**src/ssp_pkg.sv**
```systemverilog
// Constants for the synchronous slave serial port: offsets, fields, resets.
// Assumes a 32-bit AXI4-Lite master and an external master driving the clock.
//
// Contract
// - Slave operation whenever the port is enabled and clock source select in transmit status is clear.
// - External master drives the shift clock; the device only follows it.
// - Shifting continues in any low-power mode, no clock gating.
// - First buffered word moves straight into the shift register and shifts out.
// - Second word waits in the buffer; transmit empty flag stays clear.
// - After the first word ends, second word loads, then empty flag sets.
// - Empty flag with transmit enable set raises wake; vectoring needs global enable.
// - Polarity invert bit inverts the shift clock pin for both directions.
// - Nine-bit transmit sends the ninth bit; shifting needs transmit enable and data.
// - Single receive enable is stored but has no effect.
// - Continuous receive set before low power still receives a whole word.
// - A finished word goes to the receive buffer and sets the full flag.
// - Full flag with receive enable raises wake; vectoring needs global enable.
// - Reading the receive buffer returns the 8-bit received word.
// - Clearing continuous receive clears latched receive errors.
// - Interrupt output also needs global and peripheral enables, bits 7 and 6.
// - Reception starts when continuous receive sets; nine-bit receive picks 9 bits.
// - Transmit empty flag cannot be cleared by software, only by a buffer write.
// - Shift register empty is read-only, set while idle, no interrupt.
// - Continuous receive keeps taking words until it is cleared or an overrun latches.
package ssp_pkg;
    // ------------------------------------------------------------
    // Register offsets (byte addresses)
    // ------------------------------------------------------------
    localparam logic [7:0] OFF_INTCTL = 8'h00;
    localparam logic [7:0] OFF_FLAGS = 8'h04;
    localparam logic [7:0] OFF_IEN = 8'h08;
    localparam logic [7:0] OFF_IPRI = 8'h0c;
    localparam logic [7:0] OFF_RXSTAT = 8'h10;
    localparam logic [7:0] OFF_TXBUF = 8'h14;
    localparam logic [7:0] OFF_TXSTAT = 8'h18;
    localparam logic [7:0] OFF_BAUDCTL = 8'h1c;
    localparam logic [7:0] OFF_DIVH = 8'h20;
    localparam logic [7:0] OFF_DIVL = 8'h24;
    localparam logic [7:0] OFF_RXBUF = 8'h28;
    // ------------------------------------------------------------
    // Field positions
    // ------------------------------------------------------------
    localparam int B_GIE = 7;
    localparam int B_PERIPHERAL_INTERRUPT_ENABLE = 6;
    localparam int B_RECEIVE_BUFFER_FULL_FLAG = 5;
    localparam int B_TRANSMIT_BUFFER_EMPTY_FLAG = 4;
    localparam int B_POLINV = 4;
    localparam int B_BAUD_GAP = 2;
    // ------------------------------------------------------------
    // Reset values, counts, responses
    // ------------------------------------------------------------
    localparam logic [7:0] RST_BYTE = 8'h00;
    localparam logic [3:0] LAST8 = 4'h7;
    localparam logic [3:0] LAST9 = 4'h8;
    localparam logic [1:0] RESP_OK = 2'h0;
    localparam logic [1:0] RESP_ERR = 2'h2;
endpackage

```
**src/ssp_top.sv**
```systemverilog
// Synchronous slave serial port with an AXI4-Lite register slave.
// Assumes the far master drives shift_clock_pin slower than aclk/6 and that
// the data pin is resolved from data_oe by the surrounding wire model.
// No power states exist here: shifting depends only on the pin clock.
`timescale 1ns/1ps
module ssp_top #(
    parameter int ADDR_W = 8
) (
    // Clock and reset
    input wire logic aclk,
    input wire logic aresetn,
    // AXI4-Lite write address
    input wire logic s_axi_awvalid,
    output logic s_axi_awready,
    input wire logic [ADDR_W-1:0] s_axi_awaddr,
    // AXI4-Lite write data
    input wire logic s_axi_wvalid,
    output logic s_axi_wready,
    input wire logic [31:0] s_axi_wdata,
    input wire logic [3:0] s_axi_wstrb,
    // AXI4-Lite write response
    output logic s_axi_bvalid,
    input wire logic s_axi_bready,
    output logic [1:0] s_axi_bresp,
    // AXI4-Lite read address
    input wire logic s_axi_arvalid,
    output logic s_axi_arready,
    input wire logic [ADDR_W-1:0] s_axi_araddr,
    // AXI4-Lite read data
    output logic s_axi_rvalid,
    input wire logic s_axi_rready,
    output logic [31:0] s_axi_rdata,
    output logic [1:0] s_axi_rresp,
    // Serial link
    input wire logic shift_clock_pin,
    input wire logic data_i,
    output logic data_o,
    output logic data_oe,
    // Wake and interrupt
    output logic wake_o,
    output logic irq_o
);
    // ------------------------------------------------------------
    // State
    // ------------------------------------------------------------
    typedef struct packed {
        logic awv;
        logic [ADDR_W-1:0] awa;
        logic wv;
        logic [7:0] wd;
        logic ws;
        logic bv;
        logic [1:0] br;
        logic rv;
        logic [7:0] rd;
        logic [1:0] rr;
        logic [7:0] intctl;
        logic [7:0] ien;
        logic [7:0] ipri;
        logic serial_port_enable;
        logic rx9;
        logic single_receive_enable;
        logic continuous_receive_enable;
        logic adden;
        logic overrun_error;
        logic received_ninth_bit;
        logic clock_source_select;
        logic tx9;
        logic transmit_enable;
        logic sync;
        logic sendb;
        logic brgh;
        logic transmit_ninth_bit;
        logic [7:0] baud;
        logic [7:0] divh;
        logic [7:0] divl;
        logic [7:0] txbuf;
        logic txfull;
        logic [8:0] transmit_shift_register;
        logic tbusy;
        logic [3:0] tcnt;
        logic [8:0] receive_shift_register;
        logic [3:0] rcnt;
        logic [7:0] rcbuf;
        logic receive_buffer_full_flag;
        logic ck_s1;
        logic ck_s2;
        logic ck_s3;
        logic dt_s1;
        logic dt_s2;
    } ssp_state_s;

    ssp_state_s q;
    ssp_state_s d;

    // Address decode shared by the read and write paths
    function automatic logic mapped(input logic [ADDR_W-1:0] a);
        logic [7:0] o;
        o = 8'(a);
        mapped = (o[1:0] == 2'h0) && (o <= ssp_pkg::OFF_RXBUF);
    endfunction

    // Last bit index of a word, 8 or 9 bits
    function automatic logic [3:0] last_bit(input logic nine);
        last_bit = nine ? ssp_pkg::LAST9 : ssp_pkg::LAST8;
    endfunction

    // ------------------------------------------------------------
    // Combinational helpers
    // ------------------------------------------------------------
    logic active;
    logic ck_now;
    logic ck_old;
    logic fall;
    logic transmit_buffer_empty_flag;
    logic [7:0] rx_stat;
    logic [7:0] tx_stat;
    logic [7:0] flags;
    logic [7:0] rdval;
    logic [7:0] ra;

    // Slave runs only when enabled and clock source is external
    assign active = q.serial_port_enable & ~q.clock_source_select;
    // Polarity applies to the sampled pin for both directions
    assign ck_now = q.ck_s2 ^ q.baud[ssp_pkg::B_POLINV];
    assign ck_old = q.ck_s3 ^ q.baud[ssp_pkg::B_POLINV];
    // Falling edge of the external clock, the only timing the port uses
    assign fall = ck_old & ~ck_now & active;
    // Empty flag is derived from buffer state, so software cannot clear it
    assign transmit_buffer_empty_flag = ~q.txfull;
    assign rx_stat = {q.serial_port_enable, q.rx9, q.single_receive_enable, q.continuous_receive_enable, q.adden, 1'b0, q.overrun_error, q.received_ninth_bit};
    // Shift register empty bit is status only, no interrupt tie
    assign tx_stat = {q.clock_source_select, q.tx9, q.transmit_enable, q.sync, q.sendb, q.brgh, ~q.tbusy, q.transmit_ninth_bit};
    assign flags = {2'h0, q.receive_buffer_full_flag, transmit_buffer_empty_flag, 4'h0};
    assign ra = 8'(s_axi_araddr);

    // Read mux
    always_comb
    begin
        case (ra)
            ssp_pkg::OFF_INTCTL: rdval = q.intctl;
            ssp_pkg::OFF_FLAGS: rdval = flags;
            ssp_pkg::OFF_IEN: rdval = q.ien;
            ssp_pkg::OFF_IPRI: rdval = q.ipri;
            ssp_pkg::OFF_RXSTAT: rdval = rx_stat;
            ssp_pkg::OFF_TXBUF: rdval = q.txbuf;
            ssp_pkg::OFF_TXSTAT: rdval = tx_stat;
            ssp_pkg::OFF_BAUDCTL: rdval = q.baud;
            ssp_pkg::OFF_DIVH: rdval = q.divh;
            ssp_pkg::OFF_DIVL: rdval = q.divl;
            ssp_pkg::OFF_RXBUF: rdval = q.rcbuf;
            default: rdval = ssp_pkg::RST_BYTE;
        endcase
    end

    // ------------------------------------------------------------
    // Next state
    // ------------------------------------------------------------
    // Order matters: software clears come before hardware sets, so a set
    // in the same cycle wins.
    always_comb
    begin
        logic [8:0] rw;
        logic [7:0] wo;
        rw = q.receive_shift_register;
        wo = 8'(q.awa);
        d = q;
        // Two-flop synchronisers; third stage only feeds the edge detector
        d.ck_s1 = shift_clock_pin;
        d.ck_s2 = q.ck_s1;
        d.ck_s3 = q.ck_s2;
        d.dt_s1 = data_i;
        d.dt_s2 = q.dt_s1;

        // Read channel; reading the receive buffer frees it
        if (s_axi_arvalid && !q.rv)
        begin
            d.rv = 1'b1;
            d.rd = rdval;
            d.rr = mapped(s_axi_araddr) ? ssp_pkg::RESP_OK : ssp_pkg::RESP_ERR;
            // A word finishing in this same cycle is judged on the old flag below, so a full buffer still latches an overrun
            if (ra == ssp_pkg::OFF_RXBUF)
            begin
                d.receive_buffer_full_flag = 1'b0;
            end
        end
        else if (q.rv && s_axi_rready)
        begin
            d.rv = 1'b0;
        end

        // Transmit: load from buffer when shift register is idle
        // Loading frees the buffer, which is what raises the empty flag
        if (!q.tbusy && q.txfull && q.transmit_enable && active)
        begin
            d.transmit_shift_register = {q.transmit_ninth_bit, q.txbuf};
            d.tbusy = 1'b1;
            d.tcnt = 4'h0;
            d.txfull = 1'b0;
        end
        else if (q.tbusy && fall)
        begin
            // Buffered word stays put until this word is done
            d.transmit_shift_register = {1'b0, q.transmit_shift_register[8:1]};
            d.tcnt = q.tcnt + 4'h1;
            if (q.tcnt == last_bit(q.tx9))
            begin
                d.tbusy = 1'b0;
            end
        end

        // Write address and data are taken independently
        if (s_axi_awvalid && !q.awv && !q.bv)
        begin
            d.awv = 1'b1;
            d.awa = s_axi_awaddr;
        end
        if (s_axi_wvalid && !q.wv && !q.bv)
        begin
            d.wv = 1'b1;
            d.wd = s_axi_wdata[7:0];
            d.ws = s_axi_wstrb[0];
        end
        if (q.bv && s_axi_bready)
        begin
            d.bv = 1'b0;
        end

        // Register write once both halves are held
        if (q.awv && q.wv && !q.bv)
        begin
            d.awv = 1'b0;
            d.wv = 1'b0;
            d.bv = 1'b1;
            d.br = mapped(q.awa) ? ssp_pkg::RESP_OK : ssp_pkg::RESP_ERR;
            if (q.ws)
            begin
                case (wo)
                    ssp_pkg::OFF_INTCTL: d.intctl = q.wd;
                    ssp_pkg::OFF_IEN: d.ien = {1'b0, q.wd[6:0]};
                    ssp_pkg::OFF_IPRI: d.ipri = {1'b0, q.wd[6:0]};
                    ssp_pkg::OFF_RXSTAT:
                    begin
                        {d.serial_port_enable, d.rx9, d.single_receive_enable, d.continuous_receive_enable, d.adden} = q.wd[7:3];
                        // Clearing continuous receive is the only way software
                        // recovers from an overrun, so it also restarts the word
                        if (!q.wd[4])
                        begin
                            d.overrun_error = 1'b0;
                            d.rcnt = 4'h0;
                        end
                    end
                    // Buffer write is the only thing that clears the empty flag
                    ssp_pkg::OFF_TXBUF:
                    begin
                        d.txbuf = q.wd;
                        d.txfull = 1'b1;
                    end
                    ssp_pkg::OFF_TXSTAT:
                    begin
                        {d.clock_source_select, d.tx9, d.transmit_enable, d.sync, d.sendb, d.brgh} = q.wd[7:2];
                        d.transmit_ninth_bit = q.wd[0];
                    end
                    ssp_pkg::OFF_BAUDCTL:
                    begin
                        d.baud = q.wd;
                        d.baud[ssp_pkg::B_BAUD_GAP] = 1'b0;
                    end
                    ssp_pkg::OFF_DIVH: d.divh = q.wd;
                    ssp_pkg::OFF_DIVL: d.divl = q.wd;
                    default: d.rcnt = d.rcnt;
                endcase
            end
        end

        // Receive: sample on each falling edge while continuous receive is set and no overrun is latched.
        // No clock gating here, so this runs in any low-power state.
        if (q.continuous_receive_enable && !q.overrun_error && fall)
        begin
            rw[q.rcnt] = q.dt_s2;
            d.receive_shift_register = rw;
            d.rcnt = q.rcnt + 4'h1;
            if (q.rcnt == last_bit(q.rx9))
            begin
                d.rcnt = 4'h0;
                if (q.receive_buffer_full_flag)
                begin
                    // Unread word: drop the new one and latch the error
                    d.overrun_error = 1'b1;
                end
                else
                begin
                    d.rcbuf = rw[7:0];
                    // An 8-bit word reports a clear ninth bit rather than a
                    // bit left in the shift register by an earlier 9-bit word
                    d.received_ninth_bit = q.rx9 & rw[8];
                    d.receive_buffer_full_flag = 1'b1;
                end
            end
        end
        // Dropping continuous receive abandons any half-taken word
        else if (!q.continuous_receive_enable)
        begin
            d.rcnt = 4'h0;
        end
    end

    // ------------------------------------------------------------
    // State register
    // ------------------------------------------------------------
    // Synchronous reset: every field, synchronisers included, starts at zero
    always_ff @(posedge aclk)
    begin
        if (!aresetn)
        begin
            q <= '0;
        end
        else
        begin
            q <= d;
        end
    end

    // ------------------------------------------------------------
    // Outputs
    // ------------------------------------------------------------
    // Bus handshake outputs come straight from the held-request bits
    assign s_axi_awready = ~q.awv & ~q.bv;
    assign s_axi_wready = ~q.wv & ~q.bv;
    assign s_axi_bvalid = q.bv;
    assign s_axi_bresp = q.br;
    assign s_axi_arready = ~q.rv;
    assign s_axi_rvalid = q.rv;
    assign s_axi_rdata = {24'h000000, q.rd};
    assign s_axi_rresp = q.rr;
    // Drive the data pin only while a word is shifting
    assign data_o = q.transmit_shift_register[0];
    // Clearing transmit enable mid-word releases the pin; the word still counts out
    assign data_oe = q.tbusy & q.transmit_enable & active;
    // Wake needs only the local enable; the interrupt also needs both globals
    assign wake_o = (transmit_buffer_empty_flag & q.ien[ssp_pkg::B_TRANSMIT_BUFFER_EMPTY_FLAG]) | (q.receive_buffer_full_flag & q.ien[ssp_pkg::B_RECEIVE_BUFFER_FULL_FLAG]);
    assign irq_o = wake_o & q.intctl[ssp_pkg::B_GIE] & q.intctl[ssp_pkg::B_PERIPHERAL_INTERRUPT_ENABLE];
endmodule // ssp_top

```
**config.mk**
```make
export PLATFORM = sky130hd
export DESIGN_NAME = ssp_top
export DESIGN_NICKNAME = d
export VERILOG_FILES = /design/src/ssp_pkg.sv /design/src/ssp_top.sv
export SDC_FILE = /design/constraint.sdc
export NUM_CORES = 1
export LEC_CHECK = 0
export BUFFER_PORTS_ARGS = -buffer_cell sky130_fd_sc_hd__buf_4
export CORE_ASPECT_RATIO = 1.4
export CORE_UTILIZATION = 40
export CTS_CLUSTER_SIZE = 16
export DETAILED_ROUTE_END_ITERATION = 6
export GPL_ROUTABILITY_DRIVEN = 1
export PLACE_DENSITY_LB_ADDON = 0.1
export SLEW_MARGIN = 20
export SYNTH_ARGS = -nofsm -noshare
export SYNTH_HDL_FRONTEND = slang
export SYNTH_SLANG_ARGS = --single-unit
```
**constraint.sdc**
```tcl
create_clock -name aclk -period 2 [get_ports aclk]
set_clock_uncertainty 0.05 [all_clocks]
set_input_delay 0 -clock aclk [delete_from_list [all_inputs] [get_ports aclk]]
set_output_delay 0 -clock aclk [all_outputs]
set_load 0.01 [all_outputs]
```
## Yosys cells after proc, flatten, opt, wreduce, memory -nomap -nowiden

Index checks and enable logic that the tools add are counted.
Widths: inputs -> output; s select.

| cells by class | value |
|---|---|
| add/sub/neg operators | 2 |
| magnitude comparators | 4 |
| equality and inequality tests | 24 |
| mux-type cells | 38 |
| bitwise logic cells | 25 |
| reduce and logical (&&, ||, !) cells | 46 |

Operator list:

| cell | number |
|---|---|
| $pmux 8 s11 | 1 |
| $eq 8x5->1 const B | 8 |
| $eq 8x6->1 const B | 5 |
| $eq 8x4->1 const B | 4 |
| $mux 4 | 8 |
| $reduce_and 3->1 | 10 |
| $mux 14 | 2 |
| $logic_and 1x1->1 | 18 |
| $mux 1 | 18 |
| $le 8x6->1 const B | 2 |
| $logic_not 8->1 | 2 |
| $mux 13 | 1 |
| $and 1x1->1 | 12 |
| $not 1->1 | 10 |
| $bwmux 9 | 1 |
| $mux 9 | 1 |
| $ne 3x1->1 const B | 3 |
| $add 4x1->4 const B | 2 |
| $eq 4x4->1 | 2 |
| $eq 8x3->1 const B | 1 |
| $mux 2 | 4 |
| $reduce_bool 2->1 | 4 |
| $logic_not 1->1 | 6 |
| $lt 4x5->1 const B | 1 |
| 10 further kinds | 13 |

| storage, ports and cells | value |
|---|---|
| bits in registers | 142 |
| input port bits | 61 |
| output and inout port bits | 45 |
| logic and storage cells | 183 |

## Logic depth before layout (Yosys ltp)

Gate-level depths: netlist (run 1).

| depth | value |
|---|---|
| depth after elaboration | 9 |
| gate-level depth with buffers | 7 |
| depth with buffers taken out | 6 |

## Worst setup path after synthesis (run 1)

No wires, ideal clock.

| timing path | value |
|---|---|
| kind | register to register |
| start | register q[70] (netlist bit) |
| end | register q[11] (netlist bit) |
| setup time | 0.116 ns |
| arrival time | 1.923 ns |
| data required time | 1.834 ns |
| setup slack | -0.089 ns |
| cell stages (with the launch flop) | 7 |
| path buffers | 1 |
| clock period less this slack | 2.089 ns |
| path through | dfxtp_1 -> or3b_4 -> a2111oi_4 -> nor3b_4 -> buf_6 -> nand2_1 -> o211a_1 |

| on the way | value |
|---|---|
| longest elaborated chain between the ends | 6 |

RTL lines:

| element | RTL line | RTL |
|---|---|---|
| start: declaration | ssp_top.sv:93 | `ssp_state_s q;` |
| start signal: assignment | ssp_top.sv:316 | `q <= '0;` |
| start signal: assignment | ssp_top.sv:320 | `q <= d;` |
| $xor 1x1->1 | ssp_top.sv:125 | `assign ck_now = q.ck_s2 ^ q.baud[ssp_pkg::B_POLINV];` |
| $not 1->1 | ssp_top.sv:128 | `assign fall = ck_old & ~ck_now & active;` |
| $and 1x1->1 * (2 in a row) | ssp_top.sv:128 |  |
| $logic_and 1x1->1 * | ssp_top.sv:278 | `if (q.continuous_receive_enable && !q.overrun_error && fall)` |
| $reduce_and 3->1 (no source line) * | -- |  |

Every way passes the cells marked *; elsewhere a longest branch is shown, timed or not.
A chain may end at the register's enable or synchronous reset.

## Worst setup path after layout (run 1)

| timing path | value |
|---|---|
| start | register q (netlist bit d[2]) |
| end | register q[81] (netlist bit) |

| on the way | value |
|---|---|
| longest elaborated chain between the ends | 6 |

RTL lines:

| element | RTL line |
|---|---|
| $xor 1x1->1 | ssp_top.sv:125 |
| $not 1->1 | ssp_top.sv:128 |
| $and 1x1->1 (2 in a row) | ssp_top.sv:128 |
| $logic_and 1x1->1 | ssp_top.sv:278 |
| $reduce_and 3->1 (no source line) | -- |

Every way passes these cells.

==> results of run 1 <==
cells in the mapped netlist (10+ instances only):
library cell / n / area share [%]
a21boi_0: 35 / 4.0
a21oi_1: 14 / 1.1
a22oi_1: 17 / 1.9
a31oi_1: 11 / 1.0
and2_1: 13 / 1.2
buf_4: 36 / 4.1
clkbuf_1: 38 / 2.2
dfxtp_1: 140 / 43
inv_1: 10 / 0.57
mux2i_1: 33 / 5.0
nand2_1: 118 / 6.8
nand3_1: 70 / 5.3
nor2_1: 28 / 1.6
nor2b_1: 23 / 2.2
o211a_1: 18 / 2.7
o21ai_0: 71 / 5.4
report_power, final:
group | switching, mW | total, mW | internal (mW)
registers | 0.0368 | 2.86 | 2.83
logic | 0.250 | 0.446 | 0.196
clock network | 1.28 | 3.27 | 1.99
total | 1.57 | 6.58 | 5.01
metal layers:
layer	share of wire, %	wire (um)	global-route usage [%]
met1	41	7320	25.7
met2	53	9500	39.8
met3	3.3	591	4.62
met4	2.9	515	8.58
met5	0	0	0
logic make-up (layout without fill, tap and decap cells):
family | count (synthesis) | in the layout
AOI/OAI and AO/OA | 193 | 193
muxes | 39 | 39
xor gates and xnor gates | 2 | 2
adders and majority gates | 5 | 5
other | 1 | 26
buffers and inverters | 92 | 166
DFF | 140 | 140
and+or+nand+nor | 293 | 293
flip-flops by register name (all words and copies together) (netlist names):
name          flops
q               123
s_axi_rdata       8
d                 3
data_o            1
flags             1
s_axi_bresp       1
s_axi_bvalid      1
s_axi_rresp       1
s_axi_rvalid      1
worst max-delay path, stage by stage, from the launching register on:
cell,delay (ps)
dfxtp_2,340
or3b_4,420
a2111oi_4,330
nor3b_4,290
buf_12,170
nor2b_1,50
o21a_1,180
area by class of cell:
cell class,count,share of cell area (%)
Clock buffer,18,5.29
Clock inverter,14,2.27
Inverter,10,0.463
Multi-Input combinational cell,558,41.6
Sequential cell,140,34.6
Tap cell,199,3.07
Timing Repair Buffer,124,12.8
what timing repair did:
action | CTS | global route
endpoints found under the setup margin | 0 | 12
gates resized for setup | 0 | 4
hold buffers | 25 | 0
hold endpoints to repair | 24 | 0
setup buffers | 0 | 1
how the worst max path moves through the flow:
stage / start / depth (start not counted) / to / slack (ps)
floorplan: d[2] / 6 / q[11] / -20
global placement: d[2] / 6 / q[81] / 70
detailed placement: q[2] / 6 / q[81] / 50
CTS: q[2] / 6 / q[81] / 40
global route: q[2] / 6 / q[81] / -30
finish: d[2] / 6 / q[81] / 60
==> results.yml, run 1 <==
routing:
  avgViaCountPerCell: 5.31
  drtPass1Iterations: 5
  vias: 5640
  ant_nets: 0
  wl_per_cell_um: 16.9
  drc: 0
  dr.first_iter.drc_count: 405
  routed_wl_um: 17900
synth:
  muxShareOfSynthArea_pct: 6.24
  synth_cell_types: 59
  synth_area_per_cell_um2: 8.57
  synth-xor-area-share_pct: 0.267
  synthSimpleGateAreaFrac_pct: 22.3
  yosysWarnings: 0
  yosys_register_bits: 140
  synth_top_family_by_area: "simple AND/OR/NAND/NOR gates"
  synth_edf_count: 0
  yosys.area_share.adder_pct: 0.954
  syn_inst: 765
  synth_compound_area_share_pct: 20.0
  syn_area_um2: 6560
  async_flop_share_pct: 0
  ys.flop_type: "dfxtp_1"
  ys_seq_area_share_pct: 42.7
setup_path:
  r2r_start: "d[2]"
  worstPathRequired_ps: 2260
  startpoint_type: "flip-flop"
  arrival_ps: 2200
  reg2reg_depth: 6
  end_kind: "flip-flop"
  worstReg2RegEnd: "q[81]"
  ff2ff_setup_slack_ps: 60
  critical_path_class: "reg -> reg"
  crit_path_max_fanout: 16
sta:
  rsz0062_at_grt: "true"
  hold_viol: 0
  hold_slack_ps: 2.75
  period_share_pct: 96.8
  maxSlewViolCount: 0
  fmax_mhz: 517
  setup_viol: 0
  slew_headroom_pct: 55.7
  min_period_ps: 1940
  fin_ws_ps: 64.8
  worst_slew_pin_slew_ps: 662
  setup_tns_ps: 0
worst_hold_path:
  hold_path_depth: 4
  min_from: "s_axi_awvalid"
  hold-path-endpoint: "q[139]"
  hp-class: "in -> reg"
pwr:
  p_leak_nw: 3.30
  finalPower_mw: 6.58
  power.density_nw_per_um2: 811
  ir_worst_vdd_uv: 492
global_routing:
  overflow: 0
  track_usage_pct: 22.4
  grt_antenna_before_repair: 0
  grt_pass1_wl_um: 28300
  grt_pass1_vias: 5369
  grt_start_max_net_pins: 43
cells_and_area:
  area_delta_synth_final_pct: 23.7
  final_cell_mix: "139 x dfxtp_1, 117 x nand2_1, 95 x buf_4, 71 x o21ai_0, 70 x nand3_1"
  fillers: 1569
  layout_commonest_cell: "dfxtp_1"
  drive_above_1_share_pct: 17.4
  diodes: 0
  final_nets: 917
  multi_input_area_um2: 3370
  post-route-cell-area_um2: 8110
  seq_area_um2: 2800
  final_util_pct: 50.4
  instances_no_fill: 1063
cts:
  clk_pin_slew_ps: 60
  root_buffer: "clkbuf_16"
  cts-buffers-inserted: 17
  cts_tree: "done"
  clkLatencyLatePin_ps: 430
  clock_path_buffers: 2
  clock_sinks: 140
  htreeDepth: 4
flow_run:
  maxCapViolCount: 0
floorplanning:
  fp-row-count: 55
  die-area_um2: 16900
  die_y_um: 154
  dieWidth_um: 110
  ios: 106
  core_area_um2: 16100
  start_util_pct: 40.7
place:
  dpl-instance-area_um2: 7230
  post-place-ws_ps: 54.3
  dp_hpwl_um: 13700
  place_inst: 1005
  port_buffers: 52
  place_congestion: 0.921
status:
  status: "finished, final reports clean"
No activity file was read; power rests on OpenSTA's default activity.
==> run 2: changes to the inputs <==
==> constraint.sdc (replaced) <==
create_clock -name aclk -period 2 [get_ports aclk]
set_clock_uncertainty 0.05 [all_clocks]
set_input_delay 0.2 -clock aclk [delete_from_list [all_inputs] [get_ports aclk]]
set_output_delay 0.2 -clock aclk [all_outputs]
set_load 0.01 [all_outputs]
==> results.yml, run 2 (synthesis results as in run 1) <==
routing:
  routed_wl_um: 18100
  dr.first_iter.drc_count: 365
  ant_nets: 0
  drc: 0
  avgViaCountPerCell: 5.35
  wl_per_cell_um: 17.0
  drtPass1Iterations: 5
  vias: 5688
cells_and_area:
  final_util_pct: 50.2
  drive_above_1_share_pct: 18.0
  layout_commonest_cell: "dfxtp_1"
  final_nets: 918
  post-route-cell-area_um2: 8080
  area_delta_synth_final_pct: 23.2
  diodes: 0
  largest_register: "q"
  largest_reg_flops: 123
  final_cell_mix: "137 x dfxtp_1, 117 x nand2_1, 99 x buf_4, 71 x o21ai_0, 69 x nand3_1"
  fillers: 1534
flow_run:
  maxCapViolCount: 0
status:
  status: "finished, final reports clean"
floorplanning:
  ios: 106
  core_area_um2: 16100
  die-area_um2: 16900
  start_util_pct: 40.7
  die_y_um: 154
  dieWidth_um: 110
  fp-row-count: 55
global_routing:
  track_usage_pct: 22.7
  grt_pass1_vias: 5530
  grt_start_max_net_pins: 44
  grt_pass1_wl_um: 28900
  grt_antenna_before_repair: 0
  overflow: 0
setup_path:
  critical_path_class: "reg -> reg"
  end_kind: "flip-flop"
  arrival_ps: 2170
  worstPathRequired_ps: 2270
  crit_path_max_fanout: 18
  startpoint_type: "flip-flop"
place:
  post-place-ws_ps: 5.31
  dp_hpwl_um: 13600
  place_congestion: 0.915
  port_buffers: 52
  dpl-instance-area_um2: 7260
pwr:
  power.density_nw_per_um2: 801
  p_leak_nw: 3.30
  ir_worst_vdd_uv: 464
cts:
  cts_setup_buffers: 0
  cts_tree: "done"
  clk_pin_slew_ps: 60
  root_buffer: "clkbuf_16"
  clock_path_buffers: 2
  clkLatencyLatePin_ps: 420
  htreeDepth: 4
  clock_sinks: 140
  cts-buffers-inserted: 17
sta:
  setup_viol: 0
  hold_viol: 0
  period_share_pct: 95.1
  worst_slew_pin_slew_ps: 676
  fin_ws_ps: 97.4
  setup_tns_ps: 0
  slew_headroom_pct: 54.7
  min_period_ps: 1900
  rsz0062_at_grt: "true"
  maxSlewViolCount: 0
  fmax_mhz: 526
worst_hold_path:
  hp-class: "in -> reg"
-- run 2: final timing paths --
check	start	to	slack, ps	depth (start not counted)
max reg2reg	d[2]	q[81]	100	6
min	s_axi_bready	s_axi_bvalid	20	3
max	d[2]	q[81]	100	6
min reg2reg	d[3]	d[2]	390	1
-- run 2: metrics by stage --
step | instances | total power, mW | hold WS, ps
4_1_cts | 1064 | 6.54 | 1.02
3_3_place_gp | 1011 | 3.33 | 367
6_report | 1064 | 6.47 | 15.6
5_1_grt | 1064 | 6.71 | 51.9
3_5_place_dp | 1011 | 3.33 | 365
2_1_floorplan | 790 | 3.18 | 277
-- run 2: worst max-delay path, cell delays in order, from the launching register on --
cell and delay [ps]:
dfxtp_2 330, or3b_4 410, a2111oi_4 340, nor3b_4 280, buf_12 170, nor2b_1 50
o21a_1 170
-- run 2: metal layers --
layer  track usage [%]  vias to the layer above  wire (um)
li1                  -                     2828          -
met3              3.60                       45        492
met4              13.4                        0        867
met1              26.5                     2675       7550
met2              38.6                      140       9210
met5                 0                        -          0
-- run 2: what timing repair did --
item,in CTS,in global routing
hold buffers,21,0
resized for setup,0,7
endpoints found under the setup margin,0,20
endpoints found under the hold margin,20,0
-- run 2: power breakdown --
part	leakage [nW]	internal, mW	total, mW	switching (mW)
Clock	0.280	1.86	3.17	1.30
Combinational	1.88	0.192	0.441	0.249
Sequential	1.13	2.83	2.86	0.0394
-- run 2: cell type report --
type	instances	area (um^2)	area share, %
flip-flops and latches	140	2810	34.7
clock buffers	18	429	5.31
clock inverters	14	160	1.98
repair buffers	125	1030	12.7
multi-input cells	558	3370	41.7
inverters	10	37.5	0.465
well taps	199	249	3.08
==> run 3: changes to the inputs <==
--- a/config.mk
+++ b/config.mk
@@ -6,7 +6,7 @@
 export NUM_CORES = 1
 export LEC_CHECK = 0
 export BUFFER_PORTS_ARGS = -buffer_cell sky130_fd_sc_hd__buf_4
-export CORE_ASPECT_RATIO = 1.4
+export CORE_ASPECT_RATIO = 0.7
 export CORE_UTILIZATION = 40
 export CTS_CLUSTER_SIZE = 16
 export DETAILED_ROUTE_END_ITERATION = 6
==> results.yml, run 3 (synthesis results as in run 1) <==
status:
  status: "complete, but fails checks"
  violations: "negative setup slack"
floorplanning:
  die-area_um2: 16900
  start_util_pct: 41.7
  die_y_um: 109
  core_area_um2: 15700
  dieWidth_um: 155
  fp-row-count: 38
  ios: 106
global_routing:
  grt_start_max_net_pins: 41
  grt_pass1_vias: 5317
  grt_pass1_wl_um: 29500
  grt_antenna_before_repair: 0
  track_usage_pct: 23.2
  overflow: 0
place:
  dpl-instance-area_um2: 7300
  place_congestion: 0.933
  dp_hpwl_um: 14000
  place_inst: 1034
  port_buffers: 52
routing:
  ant_nets: 0
  drc: 0
  drtPass1Iterations: 5
  vias: 5774
  dr.first_iter.drc_count: 372
  wl_per_cell_um: 17.4
  routed_wl_um: 18900
  avgViaCountPerCell: 5.29
sta:
  worst_slew_pin_slew_ps: 596
  setup_viol: 7
  hold_viol: 0
  rsz0062_at_grt: "true"
  fin_ws_ps: -27.0
  min_period_ps: 2030
  hold_slack_ps: 5.13
  slew_headroom_pct: 60.2
  period_share_pct: 101
  maxSlewViolCount: 0
  fmax_mhz: 493
cts:
  htreeDepth: 4
  clock_path_buffers: 2
  cts-buffers-inserted: 17
  clock_sinks: 140
  clk_pin_slew_ps: 60
  clkLatencyLatePin_ps: 420
  root_buffer: "clkbuf_16"
  cts_tree: "done"
cells_and_area:
  largest_reg_flops: 123
  final_nets: 925
  drive_above_1_share_pct: 19.4
  largest_register: "q"
  final_cell_mix: "138 x dfxtp_1, 112 x nand2_1, 104 x buf_4, 70 x nand3_1, 70 x o21ai_0"
  seq_area_um2: 2810
  fillers: 1471
  post-route-cell-area_um2: 8230
  instances_no_fill: 1092
  final_util_pct: 52.3
  area_delta_synth_final_pct: 25.5
  layout_commonest_cell: "dfxtp_1"
  diodes: 0
  multi_input_area_um2: 3390
setup_path:
  cp_top_family: "simple AND/OR/NAND/NOR gates"
  end_kind: "flip-flop"
  path_cells: "or3b_4 > a2111oi_4 > nor3b_4 > buf_12 > buf_12 > nor2b_2 > o21a_1"
  critical_path_class: "reg -> reg"
  cp_common_cell: "buf_12"
  ff2ff_setup_slack_ps: -30
  worstPathRequired_ps: 2260
  r2r_start: "d[2]"
  reg2reg_depth: 7
  cpMaxStageDelayCell: "or3b_4"
  startpoint: "d[2]"
  crit_path_max_fanout: 5
  worstReg2RegEnd: "q[81]"
  arrival_ps: 2290
  max_stage_delay_ps: 410
  cp.buffers_inverters: 2
  startpoint_type: "flip-flop"
worst_hold_path:
  hold-path-endpoint: "s_axi_bvalid"
  hold_path_depth: 3
  hp-class: "in -> reg"
  min_from: "s_axi_bready"
pwr:
  power.density_nw_per_um2: 786
  ir_worst_vdd_uv: 422
  p_leak_nw: 3.36
flow_run:
  maxCapViolCount: 0
run 3: cell types whose count changed in the layout (fill, tap and decap cells not counted), sizes merged:
cell         before  now
buf             104  110
clkbuf           18   21
clkinv            3    6
dlygate4sd3      21   20
inv              16   12
run 3: report_power, final:
group	leakage, nW	switching, mW	total, mW	internal (mW)
clock network	0.286	1.25	3.16	1.91
registers	1.13	0.0450	2.87	2.83
logic	1.94	0.248	0.439	0.191
run 3: repair_timing:
item,4_1_cts,5_1_grt
resized for setup,0,15
hold endpoints to repair,19,0
setup endpoints to repair,0,20
buffers inserted,0,4
hold buffers,20,0
run 3: cell type report:
type	count	share of cell area (%)
clock buffer	19	5.50
inverter	10	0.456
sequential	140	34.1
tap	220	3.34
timing repair buffer	132	13.7
multi-input combinational	558	41.2
clock inverter	13	1.72
run 3: routing by layer:
layer | global-route usage, % | vias to the layer above | part of all wire, %
li1 | - | 2849 | -
met1 | 34.4 | 2751 | 52
met2 | 33.1 | 159 | 41
met3 | 5.13 | 15 | 6.2
met4 | 6.79 | 0 | 0.83
met5 | 0 | - | 0
run 3: how the worst max path moves through the flow:
stage                     end  slack [ps]  depth (start not counted)
2_1_floorplan           q[11]         -20                          6
3_3_place_gp   s_axi_rdata[5]         -70                          7
3_5_place_dp   s_axi_rdata[5]         -80                          7
4_1_cts                 q[81]          20                          6
5_1_grt                 q[81]         -50                          7
6_report                q[81]         -30                          7
run 3: stage by stage:
step,setup slack [ps],total power [mW],setup TNS [ps]
floorplan,-18.5,3.18,-37.1
global placement,-69.4,3.32,-69.4
detailed placement,-78.9,3.33,-78.9
CTS,15.1,6.50,0
global route,-54.1,6.69,-556
finish,-27.0,6.47,-77.0
run 3: worst reg2reg max path: cells and delay by family, from the launching register on:
kind / cells / cell delay [ps]
AOI/OAI and AO/OA: 2 / 550
DFF: 1 / 330
buffers and inverters: 2 / 260
and+or+nand+nor: 3 / 730
